## config.mk

```make
export PLATFORM = sky130hd
export DESIGN_NAME = flsm_monitor
export DESIGN_NICKNAME = d
export VERILOG_FILES = /design/src/common/flsm_pkg.sv /design/src/hdl/flsm_monitor.sv
export SDC_FILE = /design/constraint.sdc
export NUM_CORES = 1
export LEC_CHECK = 0
export ABC_AREA = 0
export BUFFER_PORTS_ARGS = -buffer_cell sky130_fd_sc_hd__buf_2
export CAP_MARGIN = 20
export CORE_MARGIN = 4
export CORE_UTILIZATION = 40
export CTS_BUF_LIST = sky130_fd_sc_hd__clkbuf_4
export DETAILED_ROUTE_END_ITERATION = 7
export PLACE_DENSITY_LB_ADDON = 0.2
export SLEW_MARGIN = 30
export SYNTH_ARGS = -nofsm -noshare
export SYNTH_HDL_FRONTEND = slang
export SYNTH_SLANG_ARGS = --single-unit
```

## constraint.sdc

```tcl
create_clock -name clk_in -period 2.8 [get_ports clk_in]
set_clock_uncertainty 0.05 [all_clocks]
set_input_delay 0.14 -clock clk_in [delete_from_list [all_inputs] [get_ports clk_in]]
set_output_delay 0.14 -clock clk_in [all_outputs]
set_load 0.05 [all_outputs]
```

## src/common/flsm_pkg.sv

```systemverilog
// constants and types for the fiber link status monitor
// How it works
// - remote status bits latch until reset issued
// - unmarked receive interrupt sets bit 0
// - receive interrupt without end-of-frame sets bit 1
// - crc or framing error sets bit 2
// - receive fifo overrun sets bit 3
// - length mismatch sets format bit 4
// - transmit fifo underrun sets bit 5
// - two ticks without message set bit 6
// - remote bit 8 on two silent ticks
// - loopback mismatch sets bit 7, reset only
// - gain data while memory busy sets bit 8
// - feedback multiplexed data failure sets bit 9
// - remote bit 9 on command or feedback failure
// - image request without matching image sets bit 10
// - no valid image header sets bit 11
// - incompatible remote hardware sets bit 12
// - keep retrying download after any failure
// - 16-bit wrapping received message count
// - count messages with crc errors
// - count messages with format errors
// - two consecutive errors give fault, drive stops
package flsm_pkg;
	localparam int unsigned ADDR_W = 11;
	localparam int unsigned DATA_W = 16;
	localparam logic [10:0] ADDR_LOC_STAT_A  = 11'h050;
	localparam logic [10:0] ADDR_RX_CNT_A    = 11'h051;
	localparam logic [10:0] ADDR_CRC_CNT_A   = 11'h052;
	localparam logic [10:0] ADDR_FMT_CNT_A   = 11'h053;
	localparam logic [10:0] ADDR_REM_STAT_A  = 11'h054;
	localparam logic [10:0] ADDR_LOC_STAT_B  = 11'h438;
	localparam logic [10:0] ADDR_RX_CNT_B    = 11'h439;
	localparam logic [10:0] ADDR_CRC_CNT_B   = 11'h43A;
	localparam logic [10:0] ADDR_FMT_CNT_B   = 11'h43B;
	localparam logic [10:0] ADDR_REM_STAT_B  = 11'h43C;
	localparam int BIT_RX_UNMARKED  = 0;
	localparam int BIT_NO_EOF       = 1;
	localparam int BIT_CRC_FRAME    = 2;
	localparam int BIT_OVERRUN      = 3;
	localparam int BIT_FORMAT       = 4;
	localparam int BIT_TX_UNDERRUN  = 5;
	localparam int BIT_SYNC_LOSS    = 6;
	localparam int BIT_LOOPBACK     = 7;
	localparam int BIT_MISSED_GAIN  = 8;
	localparam int BIT_MUX_VERIFY   = 9;
	localparam int BIT_NO_OS_IMAGE  = 10;
	localparam int BIT_BAD_OS_HDR   = 11;
	localparam int BIT_HW_INCOMPAT  = 12;
	localparam int BIT_REM_SYNC     = 8;
	localparam int BIT_REM_MUX      = 9;
	localparam logic [15:0] STAT_RESET  = 16'h0000;
	localparam logic [15:0] COUNT_RESET = 16'h0000;
	localparam logic [15:0] COUNT_STEP  = 16'h0001;
	localparam logic [15:0] READ_ZERO   = 16'h0000;
	localparam logic [1:0]  TICK_SILENT_LIMIT = 2'h2;
	localparam logic [1:0]  COMM_ERR_LIMIT    = 2'h2;
	typedef enum logic [1:0] {
		LB_START,
		LB_WAIT,
		LB_DONE
	} flsm_lb_e;
endpackage

```

## src/hdl/flsm_monitor.sv

```systemverilog
// status registers and message counters for both fiber link ports
`timescale 1ns/1ps
`default_nettype none
module flsm_monitor
	import flsm_pkg::*;
#(
	parameter int unsigned LEN_W = 8
) (
	// clock and reset
	input  wire logic                   clk_in,
	input  wire logic                   rst_n_in,
	// software resets, one-cycle pulses
	input  wire logic                   fault_reset_in,
	input  wire logic                   warning_reset_in,
	// serial controller receive events, index 0 is port a
	input  wire logic [1:0]             rx_irq_in,
	input  wire logic [1:0]             rx_marked_in,
	input  wire logic [1:0]             rx_eof_in,
	input  wire logic [1:0]             rx_crc_err_in,
	input  wire logic [1:0]             rx_frame_err_in,
	input  wire logic [1:0][LEN_W-1:0]  rx_len_actual_in,
	input  wire logic [1:0][LEN_W-1:0]  rx_len_field_in,
	input  wire logic [1:0]             rx_overrun_in,
	input  wire logic [1:0]             tx_underrun_in,
	// link timing
	input  wire logic [1:0]             comm_cycle_tick_in,
	// loopback test
	input  wire logic [1:0]             lb_done_in,
	input  wire logic [1:0][15:0]       lb_tx_word_in,
	input  wire logic [1:0][15:0]       lb_rx_word_in,
	// gain and multiplexed data
	input  wire logic [1:0]             gain_rx_in,
	input  wire logic [1:0]             gain_mem_busy_in,
	input  wire logic [1:0]             mux_fb_fail_in,
	input  wire logic [1:0]             mux_cmd_fail_in,
	// operating system download
	input  wire logic [1:0]             os_req_in,
	input  wire logic [1:0]             os_match_in,
	input  wire logic [1:0]             os_hdr_invalid_in,
	input  wire logic [1:0]             os_hw_incompat_in,
	// status words reported by the remote power processor
	input  wire logic [1:0]             rem_stat_valid_in,
	input  wire logic [1:0][15:0]       rem_stat_word_in,
	// dual-port memory read side
	input  wire logic                   rd_en_in,
	input  wire logic [ADDR_W-1:0]      rd_addr_in,
	output var  logic [DATA_W-1:0]      rd_data_out,
	output var  logic                   rd_valid_out,
	// link control outputs
	output var  logic [1:0]             lb_start_out,
	output var  logic [1:0]             lb_active_out,
	output var  logic [1:0]             os_retry_out,
	output var  logic [1:0]             comm_fault_out,
	output var  logic [1:0]             drive_stop_out
);

	// set wins over clear
	function automatic logic [15:0] latch_bits(input logic [15:0] cur, input logic [15:0] set,
		input logic clr);
		latch_bits = set | (clr ? STAT_RESET : cur);
	endfunction

	logic [15:0] loc_stat_reg [2];
	logic [15:0] rem_stat_reg [2];
	logic [15:0] rx_cnt_reg   [2];
	logic [15:0] crc_cnt_reg  [2];
	logic [15:0] fmt_cnt_reg  [2];
	logic [1:0]  tick_cnt_reg [2];
	logic [1:0]  err_cnt_reg  [2];
	flsm_lb_e    lb_state_reg [2];
	logic [1:0]  os_retry_reg;
	logic [1:0]  comm_fault_reg;
	logic [1:0]  lb_start_reg;
	logic [1:0]  lb_active_reg;
	logic [15:0] rd_data_reg;
	logic        rd_valid_reg;

	wire clr_stat = fault_reset_in | warning_reset_in;

	genvar p;
	generate
		for (p = 0; p < 2; p++) begin : g_port
			wire unmarked = rx_irq_in[p] & ~rx_marked_in[p];
			wire no_eof   = rx_irq_in[p] & ~rx_eof_in[p];
			wire crc_frm  = rx_irq_in[p] & (rx_crc_err_in[p] | rx_frame_err_in[p]);
			wire len_bad  = rx_irq_in[p] & (rx_len_actual_in[p] != rx_len_field_in[p]);
			wire silent   = comm_cycle_tick_in[p] & ~rx_irq_in[p]
				& (tick_cnt_reg[p] >= TICK_SILENT_LIMIT - 2'h1);
			wire lb_bad   = (lb_state_reg[p] == LB_WAIT) & lb_done_in[p]
				& (lb_tx_word_in[p] != lb_rx_word_in[p]);
			wire gain_miss = gain_rx_in[p] & gain_mem_busy_in[p];
			wire no_image  = os_req_in[p] & ~os_match_in[p];
			wire os_fail   = no_image | os_hdr_invalid_in[p] | os_hw_incompat_in[p];
			wire msg_err   = unmarked | no_eof | crc_frm | len_bad;
			wire any_err   = msg_err | silent;
			wire [1:0] err_step = (err_cnt_reg[p] == COMM_ERR_LIMIT) ? err_cnt_reg[p]
				: err_cnt_reg[p] + 2'h1;
			wire [1:0] err_next = any_err ? err_step
				: (rx_irq_in[p] ? 2'h0 : err_cnt_reg[p]);
			wire [1:0] tick_next = rx_irq_in[p] ? 2'h0
				: ((comm_cycle_tick_in[p] && tick_cnt_reg[p] != TICK_SILENT_LIMIT)
				? tick_cnt_reg[p] + 2'h1 : tick_cnt_reg[p]);

			logic [15:0] loc_set;
			logic [15:0] rem_set;
			always_comb begin
				loc_set = STAT_RESET;
				loc_set[BIT_RX_UNMARKED] = unmarked;
				loc_set[BIT_NO_EOF]      = no_eof;
				loc_set[BIT_CRC_FRAME]   = crc_frm;
				loc_set[BIT_OVERRUN]     = rx_overrun_in[p];
				loc_set[BIT_FORMAT]      = len_bad;
				loc_set[BIT_TX_UNDERRUN] = tx_underrun_in[p];
				loc_set[BIT_SYNC_LOSS]   = silent;
				loc_set[BIT_LOOPBACK]    = lb_bad;
				loc_set[BIT_MISSED_GAIN] = gain_miss;
				loc_set[BIT_MUX_VERIFY]  = mux_fb_fail_in[p];
				loc_set[BIT_NO_OS_IMAGE] = no_image;
				loc_set[BIT_BAD_OS_HDR]  = os_hdr_invalid_in[p];
				loc_set[BIT_HW_INCOMPAT] = os_hw_incompat_in[p];
				// remote word carries its own bits, including its address fault
				rem_set = rem_stat_valid_in[p] ? rem_stat_word_in[p] : STAT_RESET;
				rem_set[BIT_REM_SYNC] = rem_set[BIT_REM_SYNC] | silent;
				rem_set[BIT_REM_MUX]  = rem_set[BIT_REM_MUX]
					| mux_fb_fail_in[p] | mux_cmd_fail_in[p];
			end

			always_ff @(posedge clk_in) begin
				if (!rst_n_in) begin
					loc_stat_reg[p] <= STAT_RESET;
					rem_stat_reg[p] <= STAT_RESET;
				end else begin
					loc_stat_reg[p] <= latch_bits(loc_stat_reg[p], loc_set, clr_stat);
					rem_stat_reg[p] <= latch_bits(rem_stat_reg[p], rem_set, clr_stat);
				end
			end

			always_ff @(posedge clk_in) begin
				if (!rst_n_in) begin
					rx_cnt_reg[p]  <= COUNT_RESET;
					crc_cnt_reg[p] <= COUNT_RESET;
					fmt_cnt_reg[p] <= COUNT_RESET;
				end else begin
					if (rx_irq_in[p])
						rx_cnt_reg[p] <= rx_cnt_reg[p] + COUNT_STEP;
					if (rx_irq_in[p] && rx_crc_err_in[p])
						crc_cnt_reg[p] <= crc_cnt_reg[p] + COUNT_STEP;
					if (len_bad)
						fmt_cnt_reg[p] <= fmt_cnt_reg[p] + COUNT_STEP;
				end
			end

			always_ff @(posedge clk_in) begin
				if (!rst_n_in) begin
					tick_cnt_reg[p]   <= 2'h0;
					err_cnt_reg[p]    <= 2'h0;
					comm_fault_reg[p] <= 1'b0;
					os_retry_reg[p]   <= 1'b0;
				end else begin
					tick_cnt_reg[p] <= tick_next;
					err_cnt_reg[p]  <= fault_reset_in ? 2'h0 : err_next;
					if (any_err && err_step == COMM_ERR_LIMIT)
						comm_fault_reg[p] <= 1'b1;
					else if (fault_reset_in)
						comm_fault_reg[p] <= 1'b0;
					os_retry_reg[p] <= os_fail;
				end
			end

			// loopback runs once after every rst_n_in reset, then never again; the software resets do not restart it
			always_ff @(posedge clk_in) begin
				if (!rst_n_in) begin
					lb_state_reg[p] <= LB_START;
					lb_start_reg[p] <= 1'b0;
					lb_active_reg[p] <= 1'b1;
				end else begin
					lb_start_reg[p] <= (lb_state_reg[p] == LB_START);
					unique case (lb_state_reg[p])
						LB_START: lb_state_reg[p] <= LB_WAIT;
						LB_WAIT:  if (lb_done_in[p]) begin
							lb_state_reg[p] <= LB_DONE;
							lb_active_reg[p] <= 1'b0;
						end
						LB_DONE:  lb_state_reg[p] <= LB_DONE;
					endcase
				end
			end

		end
	endgenerate

	// read port decode
	wire [15:0] rd_word =
		(rd_addr_in == ADDR_LOC_STAT_A) ? loc_stat_reg[0] :
		(rd_addr_in == ADDR_RX_CNT_A)   ? rx_cnt_reg[0]   :
		(rd_addr_in == ADDR_CRC_CNT_A)  ? crc_cnt_reg[0]  :
		(rd_addr_in == ADDR_FMT_CNT_A)  ? fmt_cnt_reg[0]  :
		(rd_addr_in == ADDR_REM_STAT_A) ? rem_stat_reg[0] :
		(rd_addr_in == ADDR_LOC_STAT_B) ? loc_stat_reg[1] :
		(rd_addr_in == ADDR_RX_CNT_B)   ? rx_cnt_reg[1]   :
		(rd_addr_in == ADDR_CRC_CNT_B)  ? crc_cnt_reg[1]  :
		(rd_addr_in == ADDR_FMT_CNT_B)  ? fmt_cnt_reg[1]  :
		(rd_addr_in == ADDR_REM_STAT_B) ? rem_stat_reg[1] : READ_ZERO;

	always_ff @(posedge clk_in) begin
		if (!rst_n_in) begin
			rd_data_reg  <= READ_ZERO;
			rd_valid_reg <= 1'b0;
		end else begin
			rd_valid_reg <= rd_en_in;
			if (rd_en_in)
				rd_data_reg <= rd_word;
		end
	end

	// every output comes straight from a flop
	assign rd_data_out    = rd_data_reg;
	assign lb_active_out  = lb_active_reg;
	assign rd_valid_out   = rd_valid_reg;
	assign lb_start_out   = lb_start_reg;
	assign os_retry_out   = os_retry_reg;
	assign comm_fault_out = comm_fault_reg;
	assign drive_stop_out = comm_fault_reg;

	// helper state for the checks, port a only
	wire chk_msg_bad = rx_irq_in[0] & (~rx_marked_in[0] | ~rx_eof_in[0] | rx_crc_err_in[0]
		| rx_frame_err_in[0] | (rx_len_actual_in[0] != rx_len_field_in[0]));
	logic chk_prev_bad_reg;
	logic chk_ticked_reg;

	always_ff @(posedge clk_in) begin
		if (!rst_n_in) begin
			chk_prev_bad_reg <= 1'b0;
			chk_ticked_reg   <= 1'b0;
		end else begin
			if (fault_reset_in)
				chk_prev_bad_reg <= 1'b0;
			else if (rx_irq_in[0])
				chk_prev_bad_reg <= chk_msg_bad;
			if (rx_irq_in[0])
				chk_ticked_reg <= 1'b0;
			else if (comm_cycle_tick_in[0])
				chk_ticked_reg <= 1'b1;
		end
	end
endmodule // flsm_monitor
`default_nettype wire

```

==> results.yml, run 1 <==
timing:
  drv_slew: 0
  fin_crit_sh: 0.923
  worst_pin_slew_ns: 0.796
  setup_viol: 0
  timing.slew.headroom: 0.468
  layout_setup_ws_ns: 0.216
  max_freq_ghz: 0.387
  timing.final.crit_period_ns: 2.58
  tns_ns: 0
  rsz0062_at_grt: "false"
  hold_viol_final: 0
  holdWs_ns: 0.0615
cells_and_area:
  multi_input_area_um2: 5430
  area_growth_pct: 22.7
  seqCellArea_um2: 4820
  final_util: 0.501
  num-fill-cells: 2482
  fin_area_um2: 13100
  nets: 1602
  fin_cells: 1759
  drive_gt1_frac: 0.198
placement:
  dpl.hpwl_mm: 26.9
  placed_area_um2: 12000
  place_ws_ns: 0.585
  routabilityCongestion: 0.955
  dp_cells: 1647
  portBuffers: 206
pwr:
  comb_power_share: 0.172
  switching_share: 0.307
  power.share.clock: 0.267
  p_switching_mw: 1.85
  power_frac_seq: 0.562
  power_mw: 6.03
  p_leak_nw: 4.98
  ir_drop_uv: 242
  p_int_mw: 4.18
  power_per_cell_area_nw_per_um2: 461
route:
  firstDrtPassIters: 5
  drt-total-wl_mm: 35.3
  drtIter0Drc: 907
  wl_per_cell_um: 20.1
  routed-via-count: 9887
  postRouteAntennaNets: 0
  drc: 0
  routed_via_density: 5.62
floorplan:
  die_x_um: 171
  core_area_um2: 26100
  die_h_um: 171
  std_cell_rows: 59
  initial_utilization: 0.408
  die_area_um2: 29300
  io_pins: 207
yosys:
  ys_seq_area_frac: 0.452
  synthArstFlopShare: 0
  synth_xor_area_frac: 0.103
  synth_edf_count: 100
  synth.most_common_cell: "nor2_1"
  avgSynthCellArea_um2: 9.31
  synth_top_area_frac: 0.282
  synth-simple-area-share: 0.214
  synth.area.top_cells: "edfxtp_1, dfxtp_1, xnor2_1"
  synth_top_family_by_area: "simple AND/OR/NAND/NOR gates"
  synth_cell_type_count: 73
  syn-num-nets: 1338
  yosys_warnings: 0
  synth_mux_area_frac: 0.00810
  synthAdderAreaFrac: 0.0141
  synth_ff_type: "edfxtp_1"
  synth_area_leader_cell: "edfxtp_1"
  synth_common_cells: "nor2_1, edfxtp_1, nand2_1, dfxtp_1, a21oi_1"
  ys_ff_latch: 191
  synth_area_um2: 10700
  syn_inst: 1146
  synth_compound_gate_area_share: 0.170
global_route:
  grt_start_max_net_pins: 33
  grt_pass1_vias: 9463
  grt_use_total: 0.236
  grt_overflow_total: 0
  grt_pass1_wl_mm: 53.4
  antenna_found_initial: 1
critical_path:
  path_max_fanout: 1
  cp_data_arrival_time_ns: 3.05
  max_stage_delay_ns: 0.57
  crit_top_cell: "dlygate4sd3_1"
  cp_slowest_cell: "dlygate4sd3_1"
  crit_type: "input port to register"
  critPathCaptureType: "register"
  startpoint_type: "input port"
  path_cells: "dlygate4sd3_1 > buf_2 > xnor2_1 > dlygate4sd3_1 > nand4_1 > dlygate4sd3_1 > nor4_1 > dlygate4sd3_1 > o21ai_0 > and2_1"
  cp.required_ns: 3.27
  r2r_slack_ns: 0.74
clock_network:
  clockBufferDepth: 2
  cts_buffers: 17
  clockRootBuffer: "clkbuf_4"
  cts.repair.resized: 0
  clock-sinks: 191
  clkTransAtPathRegs_ns: 0.16
  cts-htree-levels: 4
  cts_tree: "built"
  clock_latency_ns: 0.60
min_path:
  hold_path_class: "input port to register"
flow_run:
  maxCapViolCount: 0
run_status:
  status: "completed"
cells in the final DEF (no fill, tap or decap), drive strengths merged, types with 43 or more instances in the layout:
cell / count
edfxtp: 100
nand3: 46
o21ai: 54
dlygate4sd3: 79
a21oi: 70
xor2: 60
xnor2: 65
nor2: 120
inv: 45
nand2: 94
dfxtp: 91
nor2b: 43
buf: 227
final timing paths:
kind	startpoint	depth (start not counted)	end
setup / recovery	lb_tx_word_in[9]	10	loc_stat_reg[0][7]
hold / removal	lb_done_in[1]	4	lb_state_reg[1][1]
setup reg to reg	tick_cnt_reg[1][0]	6	rem_stat_reg[1][8]
hold reg to reg	lb_active_out[0]	2	lb_active_out[0]
metal layers:
| layer | vias to the layer above | global-route usage | routed length [um] | share of wire |
|---|---|---|---|---|
| met5 | - | 0 | 0 | 0 |
| met1 | 4686 | 0.319 | 14600 | 0.41 |
| met2 | 463 | 0.382 | 16600 | 0.47 |
| met3 | 66 | 0.0391 | 2760 | 0.078 |
| met4 | 0 | 0.0916 | 1340 | 0.038 |
| li1 | 4672 | - | - | - |
cells by family after synthesis:
group	Yosys count
compound gates	269
xor+xnor	125
fa+ha+maj	12
buf+inv	98
flops	191
mux	6
simple gates	445
power by group through the flow:
stage | Combinational [mW] | Sequential, mW | Clock [mW]
final | 1.03 | 3.39 | 1.61
after CTS | 1.03 | 3.38 | 1.64
after floorplan | 0.516 | 3.44 | 0
after global placement | 0.927 | 3.44 | 0
after detailed placement | 0.941 | 3.44 | 0
after global routing | 1.14 | 3.41 | 1.76
worst max-delay path, delay by kind of cell:
| kind | cells | cell delay (ns) |
|---|---|---|
| buf+inv | 5 | 2.37 |
| compound gates | 1 | 0.06 |
| simple gates | 3 | 0.36 |
| xor+xnor | 1 | 0.12 |
layout make-up:
class / instances / area share
multi-input cells: 857 / 0.415
diodes: 1 / 0.000191
clock buffers: 18 / 0.0103
clock inverters: 14 / 0.0118
flip-flops and latches: 191 / 0.369
inverters: 37 / 0.0106
repair buffers: 306 / 0.151
well taps: 335 / 0.0320
timing repair:
| action | in CTS | in global routing |
|---|---|---|
| setup buffers | 0 | 0 |
| hold endpoints to repair | 76 | 0 |
| hold buffers | 79 | 0 |
No activity file was read; power rests on OpenSTA's default activity.
==> run 2, diff against run 1 <==
Clock period 2.8 ns to 2.68 ns, I/O delays scaled along.
==> run 2 against run 1 <==
- cell count rose by 0.23%
- non-clock buffer count grew 4
- critical path depth did not move
- via count decreased by 1.0%
- final area increased by 0.36%
- first-iteration DRC count down 6.9%
- worst setup slack got worse by 0.093 ns
- sequential power rose by 4%
- combinational power up 6%
- core utilization rose by 0.18 points
- global-route usage up 0.16 points
==> results.yml, run 2 (synthesis results as in run 1) <==
run_status:
  status: "completed"
clock_network:
  cts_setup_buffers: 0
  cts-htree-levels: 4
  cts_tree: "built"
  clock-sinks: 191
  clockBufferDepth: 2
  clock_latency_ns: 0.60
  cts_buffers: 17
  clkTransAtPathRegs_ns: 0.18
  clockRootBuffer: "clkbuf_4"
  cts.repair.resized: 0
  holdBufCountCts: 79
global_route:
  grt_use_total: 0.238
  grt_pass1_wl_mm: 53.8
  antenna_found_initial: 1
  grt_overflow_total: 0
  grt_pass1_vias: 9306
  grt_start_max_net_pins: 35
route:
  wl_per_cell_um: 20.0
  postRouteAntennaNets: 0
  routed-via-count: 9787
  drc: 0
  firstDrtPassIters: 5
  drtIter0Drc: 844
  drt-total-wl_mm: 35.3
  routed_via_density: 5.55
floorplan:
  die_h_um: 171
  die_x_um: 171
  core_area_um2: 26100
  die_area_um2: 29300
  initial_utilization: 0.408
  io_pins: 207
  std_cell_rows: 59
timing:
  fin_crit_sh: 0.954
  timing.slew.headroom: 0.465
  timing.final.crit_period_ns: 2.56
  hold_viol_final: 0
  max_freq_ghz: 0.391
  setup_viol: 0
  drv_slew: 0
  rsz0062_at_grt: "false"
  worst_pin_slew_ns: 0.800
  tns_ns: 0
cells_and_area:
  area_growth_pct: 23.1
  fin_area_um2: 13100
  layout_common_cells: "buf_2, nor2_1, edfxtp_1"
  final_common_cell: "buf_2"
  drive_gt1_frac: 0.201
  nets: 1606
critical_path:
  cpLargestDelayFamily: "buffers and inverters"
  crit_type: "input port to register"
  critPathCaptureType: "register"
  max_stage_delay_ns: 0.57
  path_max_fanout: 1
  reg2reg_to: "crc_cnt_reg[0][15]"
  r2r_slack_ns: 0.59
  cp.required_ns: 3.16
  path_buf_inv: 5
  cp_data_arrival_time_ns: 3.03
  path_cells: "dlygate4sd3_1 > buf_2 > xnor2_1 > dlygate4sd3_1 > nand4_1 > dlygate4sd3_1 > nor4_1 > dlygate4sd3_1 > o21ai_0 > and2_1"
  rr_worst_depth: 6
  crit_top_cell: "dlygate4sd3_1"
  cp_slowest_cell: "dlygate4sd3_1"
  startpoint_type: "input port"
  reg2reg_from: "crc_cnt_reg[0][3]"
placement:
  portBuffers: 206
  placed_area_um2: 12100
  routabilityCongestion: 0.934
  dpl.hpwl_mm: 26.9
pwr:
  ir_drop_uv: 306
  power_per_cell_area_nw_per_um2: 472
  p_leak_nw: 4.99
min_path:
  hp-start: "rx_frame_err_in[0]"
  holdPathEnd: "err_cnt_reg[0][0]"
  hold_path_depth: 5
  hold_path_class: "input port to register"
flow_run:
  maxCapViolCount: 0
-- run 2: changes by cell type in the layout (fill, tap and decap cells not counted), moves of 2 or more --
cell        previous run  this run
bufinv_16              2         0
buf_4                 21        23
clkinv_4               1         3
clkinv_8               0         3
inv_6                  5         3
clkinvlp_4             0         2
buf_12                 0         2
-- run 2: power by group --
part	total, mW	switching [mW]	internal, mW
sequential	3.54	0.234	3.30
combinational	1.09	0.606	0.486
clock	1.57	1.15	0.418
total	6.19	1.99	4.20
-- run 2: worst register-to-register path: stages (launching register included) --
cell and delay (ns):
edfxtp_1 0.50, nand3_1 0.21, nor4_1 0.54, buf_4 0.22, nand4_1 0.10, xor2_1 0.15, nor2_1 0.05
-- run 2: through the flow --
step	power, mW	worst slack, ns	cells	utilization	hold slack (ns)
2_1_floorplan	4.13	0.551	1146	-	0.202
3_3_place_gp	4.57	0.557	1651	0.461	0.295
3_5_place_dp	4.58	0.495	1651	0.461	0.300
4_1_cts	6.22	0.156	1762	0.502	0.00696
5_1_grt	6.48	0.000415	1763	0.502	0.0364
6_report	6.19	0.123	1763	0.502	0.0497
-- run 2: how the worst max path moves through the flow --
| stage | endpoint | from | slack [ns] | cells past startpoint |
|---|---|---|---|---|
| 6_report | loc_stat_reg[0][7] | lb_tx_word_in[9] | 0.12 | 10 |
| 5_1_grt | loc_stat_reg[0][7] | lb_tx_word_in[9] | 0.0004 | 10 |
| 4_1_cts | loc_stat_reg[0][7] | lb_tx_word_in[9] | 0.16 | 10 |
| 3_5_place_dp | rd_data_out[14] | rd_addr_in[9] | 0.50 | 6 |
| 3_3_place_gp | rd_data_out[14] | rd_addr_in[9] | 0.56 | 6 |
| 2_1_floorplan | fmt_cnt_reg[0][0] | rx_len_actual_in[6] | 0.55 | 4 |
-- run 2: final cells by class --
class	instances	area (um2)
Clock inverter	15	154
Multi-Input combinational cell	857	5430
Timing Repair Buffer	310	2030
Inverter	37	139
Clock buffer	17	128
Tap cell	335	419
Sequential cell	191	4820
Antenna cell	1	2.50
Fill cell	2528	13000
-- run 2: layer usage --
metal,vias to the layer above,global-route usage,wire length [um],share of wire
li1,4672,-,-,-
met1,4678,0.328,15500,0.44
met2,396,0.399,16900,0.48
met3,41,0.0359,2260,0.064
met4,0,0.0555,685,0.019
met5,-,0,0,0
==> run 3, diff against run 2 <==
Settings changed: CELL_PAD_IN_SITES_DETAIL_PLACEMENT set to 1, CELL_PAD_IN_SITES_GLOBAL_PLACEMENT set to 1, CTS_CLUSTER_DIAMETER set to 40.
==> run 3 against run 2 <==
- largest power group unchanged
- final area hardly changed
- sequential power about the same
- combinational power hardly changed
- die area stayed put
- highest routed layer unchanged
- power rose by 2.4%
==> results.yml, run 3 (synthesis results as in run 1) <==
timing:
  holdWs_ns: 0.00143
  setup_viol: 0
  max_freq_ghz: 0.475
  timing.final.crit_period_ns: 2.11
  layout_setup_ws_ns: 0.573
  timing.slew.headroom: 0.442
  hold_viol_final: 0
  tns_ns: 0
  rsz0062_at_grt: "false"
  worst_pin_slew_ns: 0.836
  drv_slew: 0
  fin_crit_sh: 0.786
cells_and_area:
  fin_area_um2: 13100
  drive_gt1_frac: 0.204
  fin_cells: 1764
  final_common_cell: "buf_2"
  final_util: 0.502
  nets: 1607
  layout_common_cells: "buf_2, nor2_1, edfxtp_1"
  seqCellArea_um2: 4820
  multi_input_area_um2: 5440
  area_growth_pct: 23.1
  num-fill-cells: 3089
floorplan:
  die_h_um: 171
  std_cell_rows: 59
  die_area_um2: 29300
  die_x_um: 171
  initial_utilization: 0.408
  core_area_um2: 26100
  io_pins: 207
global_route:
  grt_use_total: 0.261
  grt_pass1_vias: 10300
  grt_pass1_wl_mm: 59.3
  antenna_found_initial: 1
  grt_overflow_total: 0
  grt_start_max_net_pins: 38
critical_path:
  path_max_fanout: 6
  critPathCaptureType: "register"
  cp.required_ns: 3.00
  cp_data_arrival_time_ns: 2.42
  startpoint_type: "register"
  crit_type: "register to register"
placement:
  portBuffers: 206
  routabilityCongestion: 0.935
  placed_area_um2: 12000
  dpl.hpwl_mm: 28.9
  dp_cells: 1653
  place_ws_ns: 0.447
pwr:
  p_switching_mw: 2.05
  switching_share: 0.323
  power_frac_seq: 0.557
  p_leak_nw: 5.00
  p_int_mw: 4.30
  power_per_cell_area_nw_per_um2: 483
  power.share.clock: 0.266
  ir_drop_uv: 282
  comb_power_share: 0.177
  power_mw: 6.34
clock_network:
  cts-htree-levels: 4
  cts_setup_buffers: 0
  cts_buffers: 17
  cts_tree: "built"
  clockRootBuffer: "clkbuf_4"
  clock-sinks: 191
  clock_latency_ns: 0.62
  clockBufferDepth: 2
  clkTransAtPathRegs_ns: 0.19
run_status:
  status: "completed"
route:
  firstDrtPassIters: 5
  routed-via-count: 10100
  drt-total-wl_mm: 38.7
  wl_per_cell_um: 21.9
  drtIter0Drc: 1006
  drc: 0
  postRouteAntennaNets: 0
  routed_via_density: 5.70
flow_run:
  maxCapViolCount: 0
min_path:
  hold_path_class: "input port to register"
## run 3: changes by cell type in the layout (fill, tap and decap cells not counted)
cell           delta
buf_4             +4
inv_6             +3
buf_12            -2
clkinvlp_4        -2
bufinv_16         +1
clkinv_1          -1
clkinv_2          +1
clkinv_8          -1
dlygate4sd3_1     -1
inv_8             -1
nor4_1            -1
nor4_2            +1
## run 3: power by group through the flow
stage	Combinational, mW	Clock [mW]	Sequential (mW)
6_report	1.12	1.69	3.54
5_1_grt	1.22	1.83	3.56
4_1_cts	1.11	1.72	3.53
3_5_place_dp	1.01	0	3.59
3_3_place_gp	0.987	0	3.59
2_1_floorplan	0.539	0	3.59
## run 3: layout make-up
| cell class | instances | area share |
|---|---|---|
| Antenna cell | 1 | 0.000191 |
| Clock buffer | 17 | 0.00972 |
| Clock inverter | 15 | 0.0129 |
| Inverter | 37 | 0.0106 |
| Multi-Input combinational cell | 857 | 0.414 |
| Sequential cell | 191 | 0.367 |
| Tap cell | 335 | 0.0319 |
| Timing Repair Buffer | 311 | 0.153 |
## run 3: worst paths after layout
check                         start            endpoint  slack, ns  depth (start not counted)
setup / recovery  fmt_cnt_reg[0][0]  fmt_cnt_reg[0][12]       0.57                          6
hold / removal     lb_tx_word_in[9]  loc_stat_reg[0][7]      0.001                          6
setup reg to reg  fmt_cnt_reg[0][0]  fmt_cnt_reg[0][12]       0.57                          6
hold reg to reg    lb_active_out[0]    lb_active_out[0]       0.42                          2
## run 3: metal layers
| layer | vias to the layer above | routed length [um] | GRT usage |
|---|---|---|---|
| li1 | 4675 | - | - |
| met1 | 4933 | 16600 | 0.345 |
| met2 | 380 | 18900 | 0.443 |
| met3 | 66 | 2130 | 0.0398 |
| met4 | 0 | 1090 | 0.0844 |
| met5 | - | 0 | 0 |
## run 3: worst max-delay path, stage by stage (launching register included)
cell and delay [ns]:
edfxtp_1 0.53, ha_1 0.27, nand4_1 0.20, nor3_1 0.42, nand3_1 0.17, xor2_1 0.16
nor2_1 0.05
## run 3: repair_timing
action                                 CTS  global route
resized for setup                        0             1
hold buffers                            79             0
endpoints found under the hold margin   77             0
setup endpoints to repair                0             1
